File: config.mk
export PLATFORM = sky130hd
export DESIGN_NAME = lintrx_top
export DESIGN_NICKNAME = d
export VERILOG_FILES = /design/src/rtl/lintrx_pkg.sv /design/src/rtl/lintrx_ch_if.sv /design/src/rtl/lintrx_channel.sv /design/src/rtl/lintrx_top.sv
export SDC_FILE = /design/constraint.sdc
export NUM_CORES = 1
export LEC_CHECK = 0
export BUFFER_PORTS_ARGS = -buffer_cell sky130_fd_sc_hd__buf_2
export CAP_MARGIN = 10
export CORE_AREA = 4 4 117 119
export DETAILED_ROUTE_END_ITERATION = 6
export DIE_AREA = 0 0 121 123
export PLACE_DENSITY = 0.73
export SETUP_SLACK_MARGIN = 0.1
export SLEW_MARGIN = 20
export SYNTH_ARGS = -nofsm -noshare
export SYNTH_HDL_FRONTEND = slang
export SYNTH_HIERARCHICAL = 1
export SYNTH_SLANG_ARGS = --single-unit
File: constraint.sdc
create_clock -name sys_clk_i -period 2.7 [get_ports sys_clk_i]
set_input_delay 0.135 -clock sys_clk_i [delete_from_list [all_inputs] [get_ports sys_clk_i]]
set_output_delay 0.135 -clock sys_clk_i [all_outputs]
set_load 0.1 [all_outputs]
File: src/rtl/lintrx_pkg.sv
// lintrx_pkg: constants and types shared by the lin transceiver mode control
// assumes a single 10 MHz clock; no bus, plain ports only
package lintrx_pkg;
    // transceiver mode field encodings
    localparam logic [1:0] LINTRX_MODE_OFF  = 2'h0;
    localparam logic [1:0] LINTRX_MODE_WAKE = 2'h1;
    localparam logic [1:0] LINTRX_MODE_RXO  = 2'h2;
    localparam logic [1:0] LINTRX_MODE_NORM = 2'h3;
    localparam logic [1:0] LINTRX_MODE_RST  = LINTRX_MODE_OFF;

    // chip operating modes
    localparam logic [2:0] LINTRX_CHIP_NORMAL  = 3'h0;
    localparam logic [2:0] LINTRX_CHIP_STOP    = 3'h1;
    localparam logic [2:0] LINTRX_CHIP_SLEEP   = 3'h2;
    localparam logic [2:0] LINTRX_CHIP_RESTART = 3'h3;
    localparam logic [2:0] LINTRX_CHIP_FAILSAF = 3'h4;

    // timing, clock at 10 MHz
    localparam int LINTRX_CLK_HZ       = 10_000_000;
    localparam int LINTRX_EN_TIME_US   = 10;
    localparam int LINTRX_WAKE_FILT_US = 50;
    // least times in whole cycles; clock MHz rounds down
    localparam int LINTRX_EN_CYC =
        (LINTRX_EN_TIME_US * (LINTRX_CLK_HZ / 1_000_000));
    localparam int LINTRX_WAKE_CYC =
        (LINTRX_WAKE_FILT_US * (LINTRX_CLK_HZ / 1_000_000));
    localparam int LINTRX_CNT_W = 10;

    typedef enum logic [1:0] {
        LINTRX_TX_IDLE,
        LINTRX_TX_ENABLING,
        LINTRX_TX_BLOCKED,
        LINTRX_TX_LIVE
    } lintrx_tx_state_t;
endpackage : lintrx_pkg

File: src/rtl/lintrx_ch_if.sv
// lintrx_ch_if: signals between the top and one channel datapath
// assumes channel index selection done by the top
`timescale 1ns/100ps
`default_nettype none
interface lintrx_ch_if;
    logic [1:0] mode;       // granted mode field
    logic       mode_wr;    // pulse: accepted mode write
    logic       tx_in;      // transmit input, low = dominant
    logic       bus_in;     // sampled bus level, low = dominant
    logic       drv_dom;    // pull bus dominant
    logic       rx_out;     // receive output
    logic       woken;      // wake latched
    logic       rearm;      // pulse: rearm wake detector
    modport top (output mode, mode_wr, tx_in, bus_in, rearm,
                 input drv_dom, rx_out, woken);
    modport ch  (input mode, mode_wr, tx_in, bus_in, rearm,
                 output drv_dom, rx_out, woken);
endinterface : lintrx_ch_if
`default_nettype wire

File: src/rtl/lintrx_channel.sv
// lintrx_channel: enabling sequence, driver gate and wake filter per lane
// assumes mode already checked against the chip mode by the top
`timescale 1ns/100ps
`default_nettype none
module lintrx_channel (
    input  wire logic   sys_clk_i,
    input  wire logic   reset_n_i,
    lintrx_ch_if.ch     ch
);
    typedef struct packed {
        lintrx_pkg::lintrx_tx_state_t      st;
        logic [lintrx_pkg::LINTRX_CNT_W-1:0] en_cnt;
        logic [lintrx_pkg::LINTRX_CNT_W-1:0] wk_cnt;
        logic                              wk_long;
        logic                              woken;
        logic                              drv;
        logic                              rx;
    } lintrx_ch_state_t;

    lintrx_ch_state_t s_r;
    lintrx_ch_state_t s_nxt;

    // next state of the lane
    always_comb
    begin
        s_nxt = s_r;
        // enabling sequence; a fresh normal write restarts it
        if (ch.mode != lintrx_pkg::LINTRX_MODE_NORM)
        begin
            s_nxt.st     = lintrx_pkg::LINTRX_TX_IDLE;
            s_nxt.en_cnt = '0;
        end
        else
        begin
            case (s_r.st)
                lintrx_pkg::LINTRX_TX_IDLE:
                begin
                    s_nxt.st     = lintrx_pkg::LINTRX_TX_ENABLING;
                    s_nxt.en_cnt = '0;
                end
                lintrx_pkg::LINTRX_TX_ENABLING:
                begin
                    s_nxt.en_cnt = s_r.en_cnt + 1'b1;
                    if (!ch.tx_in)
                        s_nxt.st = lintrx_pkg::LINTRX_TX_BLOCKED;
                    else if (s_r.en_cnt == lintrx_pkg::LINTRX_CNT_W'(
                             lintrx_pkg::LINTRX_EN_CYC - 1))
                        s_nxt.st = lintrx_pkg::LINTRX_TX_LIVE;
                end
                lintrx_pkg::LINTRX_TX_BLOCKED:
                begin
                    // early dominant is swallowed until the interval is over and tx is high
                    if (s_r.en_cnt != lintrx_pkg::LINTRX_CNT_W'(
                        lintrx_pkg::LINTRX_EN_CYC))
                        s_nxt.en_cnt = s_r.en_cnt + 1'b1;
                    if (ch.tx_in && s_r.en_cnt ==
                        lintrx_pkg::LINTRX_CNT_W'(lintrx_pkg::LINTRX_EN_CYC))
                        s_nxt.st = lintrx_pkg::LINTRX_TX_LIVE;
                end
                lintrx_pkg::LINTRX_TX_LIVE: s_nxt.st = s_r.st;
                default: s_nxt.st = lintrx_pkg::LINTRX_TX_IDLE;
            endcase
            if (ch.mode_wr)
                s_nxt.st = lintrx_pkg::LINTRX_TX_IDLE;
        end
        // driver: only live normal mode, never receive-only
        s_nxt.drv = (s_nxt.st == lintrx_pkg::LINTRX_TX_LIVE)
                    && !ch.tx_in;

        // wake filter: long dominant ended by a rising edge
        s_nxt.wk_long = 1'b0;
        if (ch.mode != lintrx_pkg::LINTRX_MODE_WAKE || ch.rearm)
        begin
            s_nxt.wk_cnt = '0;
            // a wake that ends in the rearm cycle is kept, not lost
            s_nxt.woken  = (ch.mode == lintrx_pkg::LINTRX_MODE_WAKE)
                           && ch.bus_in && s_r.wk_long;
        end
        else if (!ch.bus_in)
        begin
            if (s_r.wk_cnt != lintrx_pkg::LINTRX_CNT_W'(
                lintrx_pkg::LINTRX_WAKE_CYC))
                s_nxt.wk_cnt = s_r.wk_cnt + 1'b1;
            s_nxt.wk_long = (s_r.wk_cnt == lintrx_pkg::LINTRX_CNT_W'(
                             lintrx_pkg::LINTRX_WAKE_CYC));
        end
        else
        begin
            if (s_r.wk_long)
                s_nxt.woken = 1'b1;
            s_nxt.wk_cnt = '0;
        end

        // receive output
        case (ch.mode)
            lintrx_pkg::LINTRX_MODE_NORM,
            lintrx_pkg::LINTRX_MODE_RXO: s_nxt.rx = ch.bus_in;
            lintrx_pkg::LINTRX_MODE_WAKE: s_nxt.rx = !s_nxt.woken;
            default: s_nxt.rx = 1'b1; // off: receiver idle, recessive
        endcase
    end

    // lane state register, off after reset
    always_ff @(posedge sys_clk_i or negedge reset_n_i)
    begin
        if (!reset_n_i)
        begin
            s_r.st      <= lintrx_pkg::LINTRX_TX_IDLE;
            s_r.en_cnt  <= '0;
            s_r.wk_cnt  <= '0;
            s_r.wk_long <= 1'b0;
            s_r.woken   <= 1'b0;
            s_r.drv     <= 1'b0;
            s_r.rx      <= 1'b1;
        end
        else
            s_r <= s_nxt;
    end

    assign ch.drv_dom = s_r.drv;
    assign ch.rx_out  = s_r.rx;
    assign ch.woken   = s_r.woken;
endmodule : lintrx_channel
`default_nettype wire

File: src/rtl/lintrx_top.sv
// lintrx_top: mode field control for a set of lin transceivers
// assumes mode writes arrive as a one-cycle strobe from the control port
`timescale 1ns/100ps
`default_nettype none
module lintrx_top #(
    parameter int NUM_LIN = 4
) (
    input  wire logic                 sys_clk_i,
    input  wire logic                 reset_n_i,
    input  wire logic [2:0]           chip_mode_i,
    input  wire logic                 mode_wr_i,
    input  wire logic [NUM_LIN-1:0]   mode_wr_sel_i,
    input  wire logic [1:0]           mode_wr_val_i,
    input  wire logic [NUM_LIN-1:0]   bus_tx_input_i,
    input  wire logic [NUM_LIN-1:0]   bus_level_i,
    output logic [NUM_LIN*2-1:0]      transceiver_mode_field_o,
    output logic [NUM_LIN-1:0]        bus_rx_output_o,
    output logic [NUM_LIN-1:0]        bus_drive_dom_o,
    output logic [NUM_LIN-1:0]        wake_event_o
);
    typedef struct packed {
        logic [NUM_LIN*2-1:0] field;
        logic [NUM_LIN-1:0]   wr;
        logic [2:0]           chip_prev;
        logic [NUM_LIN-1:0]   rearm;
    } lintrx_top_state_t;

    lintrx_top_state_t s_r;
    lintrx_top_state_t s_nxt;

    // mode is legal for the current chip mode
    function automatic logic lintrx_allowed(input logic [1:0] m,
                                            input logic [2:0] c);
        logic ok;
        ok = 1'b0;
        case (m)
            lintrx_pkg::LINTRX_MODE_OFF:  ok = 1'b1;
            lintrx_pkg::LINTRX_MODE_NORM:
                ok = (c == lintrx_pkg::LINTRX_CHIP_NORMAL);
            lintrx_pkg::LINTRX_MODE_RXO:
                ok = (c == lintrx_pkg::LINTRX_CHIP_NORMAL) ||
                     (c == lintrx_pkg::LINTRX_CHIP_STOP);
            lintrx_pkg::LINTRX_MODE_WAKE: ok = 1'b1;
            default: ok = 1'b0;
        endcase
        return ok;
    endfunction : lintrx_allowed

    // per-lane field update; disallowed writes leave the field alone
    always_comb
    begin
        s_nxt = s_r;
        s_nxt.wr = '0;
        s_nxt.chip_prev = chip_mode_i;
        for (int i = 0; i < NUM_LIN; i++)
        begin
            // entering stop, sleep or fail-safe rearms wake detection
            s_nxt.rearm[i] = (chip_mode_i != s_r.chip_prev) &&
                (chip_mode_i == lintrx_pkg::LINTRX_CHIP_STOP ||
                 chip_mode_i == lintrx_pkg::LINTRX_CHIP_SLEEP ||
                 chip_mode_i == lintrx_pkg::LINTRX_CHIP_FAILSAF);
            // a granted mode leaving its chip mode drops back to off
            if (!lintrx_allowed(s_r.field[i*2 +: 2], chip_mode_i))
                s_nxt.field[i*2 +: 2] = lintrx_pkg::LINTRX_MODE_OFF;
            // fail-safe entry forces wake-capable once, so off stays
            // selectable afterwards
            if (chip_mode_i != s_r.chip_prev &&
                chip_mode_i == lintrx_pkg::LINTRX_CHIP_FAILSAF)
                s_nxt.field[i*2 +: 2] = lintrx_pkg::LINTRX_MODE_WAKE;
            if (mode_wr_i && mode_wr_sel_i[i] &&
                lintrx_allowed(mode_wr_val_i, chip_mode_i))
            begin
                s_nxt.field[i*2 +: 2] = mode_wr_val_i;
                s_nxt.wr[i] = 1'b1;
            end
        end
    end

    always_ff @(posedge sys_clk_i or negedge reset_n_i)
    begin
        if (!reset_n_i)
        begin
            s_r.field     <= {NUM_LIN{lintrx_pkg::LINTRX_MODE_RST}};
            s_r.wr        <= '0;
            s_r.chip_prev <= lintrx_pkg::LINTRX_CHIP_NORMAL;
            s_r.rearm     <= '0;
        end
        else
            s_r <= s_nxt;
    end

    // one datapath lane per transceiver
    genvar g;
    generate
        for (g = 0; g < NUM_LIN; g++)
        begin : g_lane
            lintrx_ch_if ch_if ();
            assign ch_if.mode    = s_r.field[g*2 +: 2];
            assign ch_if.mode_wr = s_r.wr[g];
            assign ch_if.rearm   = s_r.rearm[g] | s_r.wr[g];
            assign ch_if.tx_in   = bus_tx_input_i[g];
            assign ch_if.bus_in  = bus_level_i[g];
            lintrx_channel u_ch (
                .sys_clk_i (sys_clk_i),
                .reset_n_i (reset_n_i),
                .ch        (ch_if)
            );
            assign bus_rx_output_o[g] = ch_if.rx_out;
            assign bus_drive_dom_o[g] = ch_if.drv_dom;
            assign wake_event_o[g]    = ch_if.woken;
        end
    endgenerate

    assign transceiver_mode_field_o = s_r.field;
endmodule : lintrx_top
`default_nettype wire

**Word level (Yosys, flattened, before mapping)**

Index checks and enable logic that the tools add are counted.

- Flip-flop bits (word level): 120
- Input bits: 20
- Output and inout bits: 20
- Logic and storage cells: 279

- Add/sub/neg operators: 8
- Eq/ne operators: 71
- Mux-type cells: 89
- Bitwise gates (word level): 4
- Reduce and logical (&&, ||, !) cells: 72

Operators with widths:

| operator | count |
|---|---|
| 2-to-1 mux 10 bit | 16 |
| one-hot mux 10 bit (3 select lines) | 4 |
| adder 10 x 1 -> 10 bit, second input constant | 8 |
| == test 10 x 7 -> 1 bit, second input constant | 8 |
| 2-to-1 mux 2 bit | 28 |
| 2-to-1 mux 12 bit | 4 |
| == test 2 bit, second input constant | 22 |
| == test 10 x 9 -> 1 bit, second input constant | 4 |
| != test 10 x 7 -> 1 bit, second input constant | 4 |
| != test 10 x 9 -> 1 bit, second input constant | 4 |
| one-hot mux 2 bit (4 select lines) | 4 |
| logical AND 1 bit | 26 |
| 2-to-1 mux 1 bit | 24 |
| == test 2 x 1 -> 1 bit, second input constant | 9 |
| logical NOT 2 bit | 9 |
| OR reduction 2 bit | 9 |
| nonzero test 4 bit | 4 |
| != test 3 x 1 -> 1 bit, second input constant | 5 |
| one-hot mux 1 bit (3 select lines) | 5 |
| nonzero test 3 bit | 4 |
| != test 3 x 2 -> 1 bit, second input constant | 3 |
| logical NOT 1 bit | 8 |
| != test 2 x 1 -> 1 bit, second input constant | 4 |
| != test 2 bit, second input constant | 4 |
| other kinds (9) | 24 |

**Longest topological paths before layout**

- Word-level depth: 8
- Gate-level depth with buffers: 8
- Gate-level depth less buffers: 6

**Cells and area by module**

Netlist, hierarchy kept.

Modules (own cells, without submodules):

| module | times used | cells an instance | area an instance (µm²) | sequential area each (µm²) |
|---|---|---|---|---|
| lintrx_channel (g_lane[0].u_ch ...) | 3 | 159 | 1507.7 | 651.9 |
| lintrx_channel (g_lane[3].u_ch) | 1 | 157 | 1511.4 | 651.9 |
| lintrx_top | 1 | 93 | 918.4 | 400.4 |

**Least setup slack after synthesis**

No wires, ideal clock.

- Path type: register to register
- From: register g_lane[3].u_ch/s_r[17] in the netlist's numbering
- To: register g_lane[3].u_ch/s_r[18] in the netlist's numbering
- Setup time: 0.122 ns
- Arrival time: 2.014 ns
- Data required time: 2.578 ns
- Setup slack: 0.564 ns
- Cell stages (with the launch flop): 7
- Buffers on the path: 2
- Clock period less this slack: 2.136 ns
- Path through: dfrtp_1 or4_4 or4_1 buf_2 and3_4 buf_6 a32o_1

- Word-level cells in the longest chain between the ends: 4
- Elaborated cells between the ends (all ways): 7
- Classes of those cells: 1 x add/sub; 2 x eq/ne; 3 x mux; 1 x reduce/logical

Ends and longest elaborated chain:

| what | line | text |
|---|---|---|
| start, declared | lintrx_channel.sv:20 | `lintrx_ch_state_t s_r;` |
| start signal, assigned | lintrx_channel.sv:117 | `s_r <= s_nxt;` |
| adder 10 x 1 -> 10 bit | lintrx_channel.sv:43, lintrx_channel.sv:55 |  |
| 2-to-1 mux 10 bit | lintrx_channel.sv:53 | `if (s_r.en_cnt != lintrx_pkg::LINTRX_CNT_W'(` |
| one-hot mux 10 bit (3 select lines) | lintrx_channel.sv:35 | `case (s_r.st)` |
| 2-to-1 mux 12 bit | lintrx_channel.sv:28 | `if (ch.mode != lintrx_pkg::LINTRX_MODE_NORM)` |

Several ways; a longest one is shown, not always the timed one. The select of a mux whose other input is x is not followed.
A chain may end at the register's enable or synchronous reset.

**Final worst setup path**

- From: register g_lane[3].u_ch/s_r[17] in the netlist's numbering
- To: register g_lane[3].u_ch/s_r[21] in the netlist's numbering

The elaborated chain is that of the path after synthesis.

==> impl_metrics.py <==
metrics = {
    "timing": {
        "grt_setup_unrepaired": "no",
        "fin_crit_sh_pct": 81.3,
        "period_needed_ns": 2.19,
        "holdWs_ns": 0.0654,
        "max_freq_mhz": 456,
        "relSlewSlack_pct": 36.0,
        "worst_slack_ns": 0.505,
        "setup_tns_ns": 0,
        "finalMaxSlewViolations": 0,
        "setup_viol": 0,
        "fin_worst_skew_ns": 0.00730,
        "tightest_slew_ns": 0.948,
        "finalHoldViolations": 0,
    },
    "synth": {
        "ys_seq_area_share_pct": 43.3,
        "syn_nets": 783,
        "synth_enable_flop_cells": 0,
        "synth_top_area_cell": "dfrtp_1",
        "netlist_area_um2": 6950,
        "yosysWarnings": 6,
        "ys_async_sr_fraction_pct": 100,
        "synth.avg_cell_area_um2": 9.56,
        "synth.area.top_cells": "dfrtp_1, ha_1, nand3_1, nor2_1, xor2_1",
        "ys_ff_latch": 120,
        "ys_types": 61,
        "synth_cells": 727,
        "synth_top_area_share_pct": 41.7,
        "ys.flop_type": "dfrtp_1",
    },
    "power": {
        "netSwitchingFraction_pct": 26.1,
        "leakage_nw": 3.44,
        "p_clk_share_pct": 48.6,
        "powerDensity_nw_per_um2": 576,
        "power_mw": 4.49,
        "peakVddDrop_uv": 437,
        "sequentialPowerShare_pct": 42.0,
        "internal_power_mw": 3.32,
        "combPwrFrac_pct": 9.4,
        "p_switching_mw": 1.17,
    },
    "cells_and_area": {
        "stdcell_count": 937,
        "mostFrequentLayoutCells": "dfrtp_1, nand3_1, nor2_1, inv_1",
        "drive_above_1_share_pct": 14.1,
        "finalInstanceArea_um2": 7800,
        "final_common_cell": "dfrtp_1",
        "fillers": 1018,
        "fin_util_pct": 62.1,
        "fin_nets": 808,
        "syn2layout_area_growth_pct": 12.2,
    },
    "status": {
        "status": "complete, no violations",
    },
    "clock_network": {
        "insertion_delay_ns": 0.42,
        "cts_tree": "built",
        "cts_made_buffers": 17,
        "htreeDepth": 4,
        "clockBufferDepth": 2,
        "cts_resized": 0,
        "cts_root_buffer": "clkbuf_16",
        "clk_pin_slew_ns": 0.06,
        "cts.sinks": 120,
    },
    "setup_path": {
        "critPathLaunch": "g_lane[3].u_ch/s_r[17]$_DFFE_PN0P_",
        "end_kind": "register",
        "worst_setup_path_start_kind": "register",
        "cp_max_fo": 7,
        "worstPathRequired_ns": 3.00,
        "arrival_ns": 2.50,
        "worstSetupPathType": "reg -> reg",
        "r2r_start": "g_lane[3].u_ch/s_r[17]$_DFFE_PN0P_",
    },
    "global_routing": {
        "grt_pass1_wl_um": 26000,
        "grt_usage_pct": 21.7,
        "overflow": 0,
        "grt_max_degree": 51,
        "grt_pass1_vias": 5573,
        "antenna_found_initial": 1,
    },
    "worst_hold_path": {
        "hp-start": "mode_wr_val_i[0]",
        "min_path_type": "in -> reg",
    },
    "floorplanning": {
        "fp.dieArea_um2": 14900,
        "start_util_pct": 55.3,
        "fp.dieH_um": 123,
        "row_count": 41,
        "die_w_um": 121,
        "pin_count": 40,
        "core_um2": 12600,
    },
    "route": {
        "vias": 5632,
        "vias_per_cell": 6.01,
        "wl_per_cell_um": 16.1,
        "dr.pass1.iters": 5,
        "drtIter0Drc": 544,
        "routed_wl_um": 15100,
        "ant_nets": 0,
        "drc_errors": 0,
    },
    "place": {
        "dp.cells": 893,
        "hpwl_um": 10400,
        "io_buffers": 39,
        "gp_congestion": 0.916,
        "place_area_um2": 7110,
        "dp_worst_setup_slack_ns": 0.544,
    },
    "job": {
        "maxCapViolations": 0,
    },
}
[worst max-delay path, cell delays in order (launching register included)]
cell     delay (ns)
dfrtp_1        0.42
or4_4          0.56
or4_1          0.62
and3_4         0.27
a32o_1         0.22
[logic make-up (layout without fill, tap and decap cells)]
family | count (synthesis) | in the layout | synth area share [%]
AND/OR/NAND/NOR | 288 | 288 | 22.8
buffers and inverters | 92 | 129 | 6.68
adder cells (fa/ha/maj) | 37 | 37 | 6.62
other | 0 | 1 | 0
AO/OA/AOI/OAI | 154 | 154 | 15.9
XOR/XNOR | 24 | 24 | 3.02
multiplexers | 12 | 12 | 1.80
flip-flops | 120 | 120 | 43.3
[flip-flops by register name, indices dropped and copies added (netlist names)]
| register | flops |
|---|---|
| g_lane.ch_if.mode_wr | 4 |
| g_lane.u_ch/ch.drv_dom | 4 |
| transceiver_mode_field_o | 8 |
| g_lane.u_ch/s_r | 92 |
| s_r | 4 |
| g_lane.u_ch/ch.woken | 4 |
| g_lane.u_ch/ch.rx_out | 4 |
[cells in the mapped netlist, drive strengths merged (5+ instances only)]
| cell | instances |
|---|---|
| a211o | 5 |
| a211oi | 9 |
| a21o | 7 |
| a21oi | 34 |
| a31oi | 16 |
| a32o | 6 |
| a41oi | 7 |
| and3 | 16 |
| and4 | 11 |
| buf | 29 |
| clkbuf | 21 |
| dfrtp | 116 |
| ha | 36 |
| inv | 42 |
| mux2i | 8 |
| nand2 | 38 |
| nand2b | 8 |
| nand3 | 56 |
| nand4 | 19 |
| nor2 | 51 |
| nor2b | 5 |
| nor3 | 27 |
| nor4 | 5 |
| o211ai | 7 |
| o21ai | 23 |
| o31ai | 9 |
| o41ai | 6 |
| or2 | 8 |
| or3 | 16 |
| or4 | 15 |
| xor2 | 20 |
[repair_timing]
| action | 4_1_cts | 5_1_grt |
|---|---|---|
| endpoints found under the hold margin | 55 | 0 |
| setup buffers | 0 | 0 |
| hold buffers | 12 | 0 |
[routing by layer]
layer | wire length (µm) | GRT usage, %
met5 | 0 | 0
met4 | 288 | 7.65
met3 | 715 | 6.36
met2 | 7500 | 36.1
met1 | 6580 | 26.9
[power by group through the flow]
stage	sequential, mW	clock (mW)	combinational, mW
2_1_floorplan	1.89	0	0.321
3_3_place_gp	1.91	0	0.399
3_5_place_dp	1.92	0	0.410
4_1_cts	1.89	2.22	0.425
5_1_grt	1.89	2.33	0.464
6_report	1.89	2.18	0.422
[path summary, 6_finish.rpt]
path	end	slack [ns]	cells after the start
hold reg to reg	g_lane[1].u_ch/s_r[23]$_DFFE_PN0P_	0.50	1
hold / removal	transceiver_mode_field_o[0]$_DFFE_PN0P_	0.07	3
max in group asynchronous	g_lane[3].u_ch/ch.rx_out$_DFF_PN1_	1.60	3
min in group asynchronous	g_lane[0].u_ch/s_r[22]$_DFFE_PN0P_	0.24	2
setup reg to reg	g_lane[3].u_ch/s_r[21]$_DFFE_PN0P_	0.51	4
setup / recovery	g_lane[3].u_ch/s_r[21]$_DFFE_PN0P_	0.51	4
[layout make-up]
class	count	area (µm²)	area share [%]
Clock inverter	12	129	1.65
Antenna cell	1	2.50	0.0321
Multi-Input combinational cell	515	3480	44.6
Sequential cell	120	3010	38.5
Tap cell	172	215	2.76
Inverter	42	158	2.02
Timing Repair Buffer	56	368	4.71
Clock buffer	19	443	5.68
(Power assumes the default switching activity.)
